--- config.mk ---
export PLATFORM = sky130hd
export DESIGN_NAME = drive_control_status_word_logic
export DESIGN_NICKNAME = d
export VERILOG_FILES = /design/src/core/drive_word_pkg.sv /design/src/core/drive_control_status_word_logic.sv /design/src/core/rise_detect.sv
export VERILOG_INCLUDE_DIRS = /design/src /design/src/core
export SDC_FILE = /design/constraint.sdc
export NUM_CORES = 1
export LEC_CHECK = 0
export BUFFER_PORTS_ARGS = -buffer_cell sky130_fd_sc_hd__buf_4
export CELL_PAD_IN_SITES_DETAIL_PLACEMENT = 0
export CELL_PAD_IN_SITES_GLOBAL_PLACEMENT = 2
export CORE_MARGIN = 10
export CORE_UTILIZATION = 24
export CTS_CLUSTER_DIAMETER = 80
export CTS_CLUSTER_SIZE = 8
export DETAILED_ROUTE_END_ITERATION = 16
export PLACE_DENSITY = 0.77
export RECOVER_POWER = 50
export SYNTH_ARGS = -nofsm -noshare
export SYNTH_HDL_FRONTEND = slang
export SYNTH_HIERARCHICAL = 1
export SYNTH_SLANG_ARGS = --single-unit
--- constraint.sdc ---
create_clock -name ref_clk -period 3.3 [get_ports ref_clk]
set_clock_uncertainty 0.15 [all_clocks]
set_input_delay 0.165 -clock ref_clk [delete_from_list [all_inputs] [get_ports ref_clk]]
set_output_delay 0.165 -clock ref_clk [all_outputs]
set_load 0.005 [all_outputs]
--- src/core/drive_word_params.svh ---
// Constants for the drive command and state word logic
`ifndef DRIVE_WORD_PARAMS_SVH
`define DRIVE_WORD_PARAMS_SVH
// Command word bit positions
`define CMD_ACTIVATE 0
`define CMD_DIS_POWER 1
`define CMD_ESTOP_N 2
`define CMD_EN_OPER 3
`define CMD_TABLE_LSB 4
`define CMD_FAULT_RST 7
`define CMD_CURVE_SET 8
`define CMD_USER_LSB 9
`define CMD_DOUT_TWO 13
`define CMD_DOUT_ONE 14
`define CMD_DOUT_ZERO 15
// Status word bit positions
`define STA_READY 0
`define STA_ON 1
`define STA_OPER 2
`define STA_FAULT 3
`define STA_PWR_DIS 4
`define STA_ESTOP_N 5
`define STA_INHIBIT 6
`define STA_WARN 7
`define STA_SYS_START 8
`define STA_REMOTE 9
`define STA_REF_REACHED 10
`define STA_LIMIT 11
`define STA_DIN_THREE 12
// Setting codes
`define MODE_MIN 8'h01
`define MODE_MAX 8'h03
`define REF_SRC_TABLE 4'h7
`define CURVE_SRC_BUS 4'h6
`define USER_SRC_BUS 4'h3
`define OUT_FN_BUS 4'h5
// Reset values
`define WORD_RESET 16'h0000
`define REF_RESET 32'h00000000
`endif

--- src/core/drive_word_pkg.sv ---
// Types for the drive command and state word logic
package drive_word_pkg;
  typedef enum logic [7:0] {
    ST_NOT_READY = 8'h01,
    ST_INHIBIT = 8'h02,
    ST_READY = 8'h04,
    ST_ON = 8'h08,
    ST_OPER = 8'h10,
    ST_FAULT = 8'h20,
    ST_FAULT_RESP = 8'h40,
    ST_ESTOP = 8'h80
  } drive_state_type;
  typedef logic [15:0] word_type;
  typedef logic [31:0] ref_type;
endpackage

--- src/core/drive_control_status_word_logic.sv ---
// Drive command word decoder and state word builder
//
// Contract
// - Word control active only for mode 1..3
// - Control-only presets ignore bus reference
// - Bits 4..6 select table reference index
// - Bit 7 rising edge clears fault
// - Bit 8 selects curve set if bus; ignored in servo builds
// - Bits 9..10 select user set if bus; ignored in servo builds
// - Four user sets, switch only in standby
// - Bits 13..15 drive outputs two..zero
// - Command bytes 2..5 signed Q16 reference
// - Status bytes 2..5 signed Q16 actual
// - Status bit 4 never asserted
// - Status bit 7 flags warning
// - Status bit 9 flags remote parameters
// - Status bit 10 flags reference reached
// - Status bits 12..15 report inputs three..zero
// - Enable starts power, open loop needs ref>0
// - Enable low ramps down or coasts; here it drops to switched on, power off at once, no ramp or coast stop
// - Servo without ramp brakes under torque
// - Emergency stop ramps, holds zero speed; no hold in open loop V/f unless servo
// - Table selection blocks direct bus reference
// - Bits 0..3,7 decode state commands
// - Status bits encode current drive state
`timescale 1ns/100ps
`include "drive_word_params.svh"
module drive_control_status_word_logic #(
  parameter int USER_SETS = 4,
  parameter bit SERVO = 1'b0
) (
  // Clock and reset
  input wire logic ref_clk,
  input wire logic rst_n,
  // Process data from the master
  input wire logic cmd_valid,
  input wire logic [7:0] cmd_byte0,
  input wire logic [7:0] cmd_byte1,
  input wire logic [7:0] cmd_byte2,
  input wire logic [7:0] cmd_byte3,
  input wire logic [7:0] cmd_byte4,
  input wire logic [7:0] cmd_byte5,
  input wire logic system_started,
  // Settings
  input wire logic [7:0] bus_control_mode_setting,
  input wire logic bus_reference_enabled,
  input wire logic [3:0] reference_source_setting,
  input wire logic [3:0] curve_set_source_setting,
  input wire logic [3:0] user_set_source_setting,
  input wire logic [3:0] output_zero_function,
  input wire logic [3:0] output_one_function,
  input wire logic [3:0] output_two_function,
  input wire logic open_loop_volt_freq_mode,
  input wire logic stop_ramp_enabled,
  // Drive core feedback
  input wire logic fault_present,
  input wire logic warning_present,
  input wire logic remote_possible,
  input wire logic reference_reached,
  input wire logic limit_active,
  input wire logic stop_done,
  input wire logic [31:0] actual_value,
  input wire logic digital_input_zero,
  input wire logic digital_input_one,
  input wire logic digital_input_two,
  input wire logic digital_input_three,
  // Drive core control
  output logic power_stage_on,
  output logic ramp_stop,
  output logic coast_stop,
  output logic torque_brake,
  output logic hold_zero_speed,
  output logic fault_clear,
  output logic [31:0] bus_reference,
  output logic bus_reference_valid,
  output logic [2:0] table_ref_index,
  output logic table_ref_active,
  output logic curve_set_select,
  output logic [1:0] active_user_set,
  output logic digital_output_zero,
  output logic digital_output_one,
  output logic digital_output_two,
  // Status message
  output drive_word_pkg::word_type state_word,
  output drive_word_pkg::ref_type actual_word
);
  import drive_word_pkg::*;

  // ****************************************
  // Command decode
  // ****************************************
  word_type cmd_reg;
  word_type cmd_next;
  ref_type ref_reg;
  ref_type ref_next;
  logic cmd_valid_reg;
  logic cmd_valid_next;
  logic word_mode;
  word_type cmd;
  logic table_sel;
  logic fault_rise;
  logic cmd_shutdown;
  logic cmd_power_up;
  logic cmd_dis_power;
  logic cmd_estop;
  logic cmd_dis_oper;
  logic cmd_en_oper;
  logic ref_positive;

  assign cmd = {cmd_byte1, cmd_byte0};
  assign word_mode = (bus_control_mode_setting >= `MODE_MIN) &&
                     (bus_control_mode_setting <= `MODE_MAX);
  assign table_sel = (reference_source_setting == `REF_SRC_TABLE);
  // Bits 11 and 12 are never looked at
  // Latched word only: live bytes go stale after the strobe
  assign cmd_dis_power = ~cmd_reg[`CMD_DIS_POWER];
  assign cmd_estop = cmd_reg[`CMD_DIS_POWER] & ~cmd_reg[`CMD_ESTOP_N];
  assign cmd_shutdown = cmd_reg[2:0] == 3'h6;
  assign cmd_power_up = cmd_reg[2:0] == 3'h7;
  assign cmd_dis_oper = cmd_reg[3:0] == 4'h7;
  assign cmd_en_oper = cmd_reg[3:0] == 4'hF;

  // Fault reset acts only on the edge, not the level
  rise_detect rise_detect_inst (
    .ref_clk(ref_clk),
    .rst_n(rst_n),
    .level(cmd_valid_reg & word_mode & cmd_reg[`CMD_FAULT_RST]),
    .rise(fault_rise)
  );

  // ****************************************
  // Latched command word and reference
  // ****************************************

  always_comb begin
    cmd_next = cmd_reg;
    ref_next = ref_reg;
    cmd_valid_next = cmd_valid_reg;
    if (cmd_valid && word_mode) begin
      cmd_next = cmd;
      cmd_valid_next = 1'b1;
      // Lowest byte first, signed Q16
      ref_next = {cmd_byte5, cmd_byte4, cmd_byte3, cmd_byte2};
    end
    if (!word_mode) begin
      cmd_valid_next = 1'b0;
    end
  end

  always_ff @(posedge ref_clk) begin
    if (!rst_n) begin
      cmd_reg <= `WORD_RESET;
      ref_reg <= `REF_RESET;
      cmd_valid_reg <= 1'b0;
    end else begin
      cmd_reg <= cmd_next;
      ref_reg <= ref_next;
      cmd_valid_reg <= cmd_valid_next;
    end
  end

  assign ref_positive = ~ref_reg[31] && (ref_reg != 32'h00000000);

  // ****************************************
  // Drive state machine
  // ****************************************
  drive_state_type state_reg;
  drive_state_type state_next;
  logic act;

  assign act = cmd_valid_reg & system_started;

  always_comb begin
    state_next = state_reg;
    if (fault_present && state_reg != ST_FAULT) begin
      state_next = (state_reg == ST_OPER) ? ST_FAULT_RESP : ST_FAULT;
    end else begin
      unique case (state_reg)
        ST_NOT_READY: begin
          state_next = ST_INHIBIT;
        end
        ST_INHIBIT: begin
          if (act && cmd_shutdown) begin
            state_next = ST_READY;
          end
        end
        ST_READY: begin
          if (act && cmd_dis_power) begin
            state_next = ST_INHIBIT;
          end else if (act && cmd_power_up) begin
            state_next = ST_ON;
          end
        end
        ST_ON: begin
          if (act && cmd_dis_power) begin
            state_next = ST_INHIBIT;
          end else if (act && cmd_shutdown) begin
            state_next = ST_READY;
          end else if (act && cmd_estop) begin
            state_next = ST_INHIBIT;
          end else if (act && cmd_en_oper &&
                       (!open_loop_volt_freq_mode || SERVO ||
                        ref_positive)) begin
            state_next = ST_OPER;
          end
        end
        ST_OPER: begin
          if (act && cmd_dis_power) begin
            state_next = ST_INHIBIT;
          end else if (act && cmd_estop) begin
            state_next = ST_ESTOP;
          end else if (act && cmd_shutdown) begin
            state_next = ST_READY;
          end else if (act && cmd_dis_oper) begin
            state_next = ST_ON;
          end
        end
        ST_ESTOP: begin
          // Only a cleared bit 1 (disable power) or a fault leaves the hold
          if (act && cmd_dis_power) begin
            state_next = ST_INHIBIT;
          end
        end
        ST_FAULT_RESP: begin
          if (stop_done) begin
            state_next = ST_FAULT;
          end
        end
        ST_FAULT: begin
          // A fault still standing wins over the reset edge
          if (fault_rise && !fault_present) begin
            state_next = ST_INHIBIT;
          end
        end
        default: begin
          state_next = ST_NOT_READY;
        end
      endcase
    end
  end

  always_ff @(posedge ref_clk) begin
    if (!rst_n) begin
      state_reg <= ST_NOT_READY;
    end else begin
      state_reg <= state_next;
    end
  end

  // ****************************************
  // Drive control outputs
  // ****************************************
  logic stopping;
  logic standby;

  assign stopping = (state_reg == ST_ESTOP) || (state_reg == ST_FAULT_RESP);
  assign standby = ~power_stage_on;
  assign power_stage_on = (state_reg == ST_OPER) || stopping;
  assign ramp_stop = stopping & stop_ramp_enabled;
  assign coast_stop = stopping & ~stop_ramp_enabled & ~SERVO;
  assign torque_brake = stopping & ~stop_ramp_enabled & SERVO;
  assign hold_zero_speed = (state_reg == ST_ESTOP) & stop_done &
                           (SERVO | ~open_loop_volt_freq_mode);
  assign fault_clear = fault_rise;
  assign table_ref_active = word_mode & table_sel;
  assign table_ref_index = table_sel ? cmd_reg[6:4] : 3'h0;
  assign bus_reference_valid = cmd_valid_reg & bus_reference_enabled &
                               ~table_sel;
  assign bus_reference = bus_reference_valid ? ref_reg : 32'h00000000;

  // ****************************************
  // Data sets and digital outputs
  // ****************************************
  logic curve_reg;
  logic curve_next;
  logic [1:0] user_reg;
  logic [1:0] user_next;
  logic [2:0] dout_reg;
  logic [2:0] dout_next;
  logic [3:0] out_fn [3];
  logic [1:0] user_req;

  assign out_fn[0] = output_zero_function;
  assign out_fn[1] = output_one_function;
  assign out_fn[2] = output_two_function;
  assign user_req = cmd_reg[`CMD_USER_LSB +: 2];

  always_comb begin
    curve_next = curve_reg;
    user_next = user_reg;
    if (cmd_valid_reg && !SERVO) begin
      if (curve_set_source_setting == `CURVE_SRC_BUS) begin
        curve_next = cmd_reg[`CMD_CURVE_SET];
      end
      if (user_set_source_setting == `USER_SRC_BUS && standby &&
          32'(user_req) < USER_SETS) begin
        user_next = user_req;
      end
    end
  end

  // Bit 15 feeds output zero, bit 13 output two
  generate
    for (genvar i = 0; i < 3; i++) begin : g_dout
      always_comb begin
        // Outputs not owned by the bus are left low here
        dout_next[i] = 1'b0;
        if (out_fn[i] == `OUT_FN_BUS) begin
          dout_next[i] = cmd_valid_reg & cmd_reg[`CMD_DOUT_ZERO - i];
        end
      end
    end
  endgenerate

  always_ff @(posedge ref_clk) begin
    if (!rst_n) begin
      curve_reg <= 1'b0;
      user_reg <= 2'h0;
      dout_reg <= 3'h0;
    end else begin
      curve_reg <= curve_next;
      user_reg <= user_next;
      dout_reg <= dout_next;
    end
  end

  assign curve_set_select = curve_reg;
  assign active_user_set = user_reg;
  assign digital_output_zero = dout_reg[0];
  assign digital_output_one = dout_reg[1];
  assign digital_output_two = dout_reg[2];

  // ****************************************
  // Status message
  // ****************************************
  word_type sw_next;
  word_type sw_reg;
  ref_type act_reg;

  always_comb begin
    sw_next = `WORD_RESET;
    unique case (state_reg)
      ST_NOT_READY: sw_next[6:0] = 7'h00;
      ST_INHIBIT: sw_next[6:0] = 7'h40;
      ST_READY: sw_next[6:0] = 7'h21;
      ST_ON: sw_next[6:0] = 7'h23;
      ST_OPER: sw_next[6:0] = 7'h27;
      ST_FAULT: sw_next[6:0] = 7'h08;
      ST_FAULT_RESP: sw_next[6:0] = 7'h0F;
      ST_ESTOP: sw_next[6:0] = 7'h07;
      default: sw_next[6:0] = 7'h00;
    endcase
    sw_next[`STA_PWR_DIS] = 1'b0;
    sw_next[`STA_WARN] = warning_present;
    sw_next[`STA_SYS_START] = system_started;
    sw_next[`STA_REMOTE] = remote_possible;
    sw_next[`STA_REF_REACHED] = reference_reached;
    sw_next[`STA_LIMIT] = limit_active;
    sw_next[15:12] = {digital_input_zero, digital_input_one,
                      digital_input_two, digital_input_three};
  end

  always_ff @(posedge ref_clk) begin
    if (!rst_n) begin
      sw_reg <= `WORD_RESET;
      act_reg <= `REF_RESET;
    end else begin
      sw_reg <= sw_next;
      act_reg <= actual_value;
    end
  end

  assign state_word = sw_reg;
  assign actual_word = act_reg;
endmodule

--- src/core/rise_detect.sv ---
// Rising edge detector for a synchronous level
`timescale 1ns/100ps
module rise_detect (
  // Clock and reset
  input wire logic ref_clk,
  input wire logic rst_n,
  // Level in, pulse out
  input wire logic level,
  output logic rise
);
  logic prev_reg;
  logic prev_next;

  always_comb begin
    prev_next = level;
  end

  always_ff @(posedge ref_clk) begin
    if (!rst_n) begin
      prev_reg <= 1'b0;
    end else begin
      prev_reg <= prev_next;
    end
  end

  assign rise = level & ~prev_reg;
endmodule

==> summary.md <==
| Metric | Value |
|---|---|
| Clock power share | between 40% and 50% |
| EDFF count, synth | 0 |
| Via/cell ratio | approximately 4.3 |
| Startpoint types | primary input |
| Crit Path Class | in -> reg |
| Sequential share of the synthesized area | between 50% and 60% |
| Mapped Area | between 4000 and 5000 um2 |
| Ports | 226 |
| Sw frac | about a quarter |
| Comb pwr share | a little under an eighth |
| Largest area contributor in the netlist | dfxtp_1 |
| Iter 0 DRT Violations | about 290 |
| Core area | 17,400 um2 |
| Worst slack, placed | between 0.3 and 0.4 ns |
| Wire per inst | between 15 and 20 um |
| Clk root buf | clkbuf_16 |
| CP max FO | 5 |
| Total number of vias | between 4,000 and 5,000 |
| Flops & latches, synth | 109 |
| Fmax | slightly below 0.4 GHz |
| Largest net degree at the start of global routing | 60 |
| Avg Inst Size Synth | 8.65 um2 |
| RSZ-0062 raised after global routing | false |
| Chip Width | approximately 150 um |
| Setup total negative slack | 0 ns |
| Largest cells by area after synthesis | dfxtp_1 51%, and2_1 12%, nand2_1 9.5%, a21oi_1 6.6%, clkbuf_1 1.8% |
| Final Critical Period | approximately 2.6 ns |
| Worst setup margin | approximately 0.70 ns |
| Number of global-route vias before repair | ~4,800 |
| RD Place Congestion | roughly 0.80 |
| Number of clock sinks | between 100 and 150 |
| Layout cell share with drive strength beyond 1 | ~27% |
| Final Hold Vio Count | 0 |
| Post-Synthesis Cells | 492 |
| TritonCTS clock tree | built |
| Leakage | 3.04 nW |
| Fin. max-slew vios | 0 |
| Num CTS Buffers | 9 |
| Input/output buffers | 221 |
| Sequential Power Share | between 40% and 50% |
| Initial core utilization | about a quarter |
| Max_cap viols | 0 |
| Req. time, crit path | ~3.3 ns |
| Post-route design area | 7240 um2 |
| Reg2reg path depth | 6 |
| Synth top area share | 51.3% |
| Post-CTS resize count | 0 |
| Slew margin rel. | 25.8% |
| Area grow syn2layout | 70.1% |
| Ys Warns | 6 |
| Synth Flop Type | dfxtp_1 |
| Total Die Area | between 20,000 and 25,000 um2 |
| Die H | 153 um |
| Hold path cells | 3 |
| Congestion Overflow GR | 0 |
| Worst vdd ir | about 0.23 mV |
| CP endpoint kind | flip-flop |
| Slew of the pin with the lowest slew margin | approximately 1.1 ns |
| Global-route wire length before repair | ~26,000 um |
| Final hold slack | 0.0529 ns |
| Total GRT Usage | between 10% and 20% |
| Post-DP Area | slightly above 6000 um2 |
| # setup viols final | 0 |
| Fin crit share | about four fifths |
| Int Power | 0.00217 W |
| Post-DRT Antenna Nets | 0 |
| Post-synth ARST share | 0% |
| Outcome | completed |
| H-Tree Level Count | 3 |
| P_sw | a little under 0.0007 W |
| Nets | between 900 and 1,000 |
| P per Cell Area | slightly below 400 nW/um2 |
| Worst skew pair latency | approximately 0.35 ns |
| CTS max path bufs | 2 |
| DRC errors left | 0 |
| First drt pass iteration count | 4 |
| Initial antenna violation count | 0 |
| HP Class | in -> reg |
| Dpl hpwl | ~12,000 um |
| # diodes | 0 |
| Row cnt | 48 |
| Yosys cell types | 45 |
| Clk slew on worst S/H paths | approximately 0.07 ns |
| Routed WL | approximately 17,000 um |
| Worst EP arrival | ~2.6 ns |
kinds of logic (layout without fill, tap and decap cells):
logic type | count (synthesis) | count (layout) | synth area share, %
XOR/XNOR | 1 | 1 | 0.206
buffers and inverters | 33 | 342 | 3.88
flip-flops | 109 | 109 | 51.3
multiplexers | 2 | 2 | 0.471
other | 1 | 2 | 0.0882
AND/OR/NAND/NOR | 267 | 267 | 33.0
AO/OA/AOI/OAI | 79 | 79 | 11.0
placed cells by master, fill, tap and decap left out, types with 2 or more instances in the layout:
master,instances
a21oi_1,56
and2_1,72
nor2b_1,4
clkbuf_16,9
buf_4,130
conb_1,2
nor4b_1,5
clkbuf_4,59
nor4_1,10
inv_1,5
nor3b_1,3
a31oi_1,4
inv_6,2
o21a_1,3
nor2_1,18
or2_2,2
nand3_1,12
o21ai_0,2
o211ai_1,5
nor3_1,4
and2_0,6
dfxtp_1,109
mux2i_1,2
clkbuf_1,33
nand4b_1,2
and3_1,3
nand4_1,7
inv_8,2
nand2_1,107
dlygate4sd3_1,97
cells in the mapped netlist, types with 2 or more instances:
cell / instances
a21oi_1: 56
a31oi_1: 4
and2_1: 79
and3_1: 3
buf_4: 3
buf_6: 4
clkbuf_1: 20
dfxtp_1: 109
inv_1: 5
mux2i_1: 2
nand2_1: 108
nand3_1: 12
nand4_1: 7
nand4b_1: 2
nor2_1: 19
nor2b_1: 4
nor3_1: 4
nor3b_1: 3
nor4_1: 9
nor4_2: 2
nor4b_1: 5
o211ai_1: 5
o21a_1: 3
o21ai_0: 2
or2_2: 2
per-stage QoR:
stage | std cells | total power (W) | util (%)
after floorplan | 493 | 0.00148 | -
after global placement | 915 | 0.00166 | 35.1
after detailed placement | 915 | 0.00166 | 35.1
after CTS | 1027 | 0.00291 | 42.5
after global routing | 1027 | 0.00297 | 41.7
final | 1027 | 0.00284 | 41.7
path summary, 6_finish.rpt:
kind	start	endpoint	slack [ns]
hold / removal	fault_present	state_reg[1]$_SDFFE_PN0P_	0.05
hold reg to reg	cmd_reg[7]$_SDFFE_PN0P_	cmd_reg[7]$_SDFFE_PN0P_	0.30
setup reg to reg	state_reg[7]$_SDFFE_PN0P_	state_reg[4]$_SDFFE_PN0P_	0.71
setup / recovery	bus_control_mode_setting[7]	state_reg[4]$_SDFFE_PN0P_	0.70
metal layers:
metal  vias to the layer above  wire length [um]  GRT usage (%)
li1                       2256                 -              -
met5                         -                 0              0
met4                         0               433           5.13
met2                       129              8530           24.5
met1                      2045              6870           15.9
met3                        28               767           3.17
cell type report:
type / instances / area [um2]
fillers: 1773 / 10100
inverters: 6 / 22.5
clock inverters: 6 / 78.8
flip-flops and latches: 109 / 2180
repair buffers: 321 / 2540
clock buffers: 9 / 225
well taps: 225 / 282
multi-input cells: 351 / 1910
critical path: stages:
cell and delay [ns]:
clkbuf_4 0.10, or4_1 0.55, nor4_2 0.38, and3_1 0.25, nor2b_4 0.15, inv_1 0.04, o2111ai_1 0.26, o221ai_2 0.16
a21oi_1 0.34, nand3b_1 0.16, a21oi_1 0.06
what timing repair did:
action,in CTS,in global routing
hold endpoints to repair,92,0
setup buffers,0,0
hold buffers,97,0
power groups by stage:
| stage | clock (W) | sequential (W) | combinational (W) |
|---|---|---|---|
| after floorplan | 0 | 0.00140 | 0.0000826 |
| after global placement | 0 | 0.00140 | 0.000266 |
| after detailed placement | 0 | 0.00140 | 0.000268 |
| after CTS | 0.00118 | 0.00137 | 0.000360 |
| after global routing | 0.00123 | 0.00137 | 0.000370 |
| final | 0.00114 | 0.00136 | 0.000340 |
(Power assumes the default switching activity.)
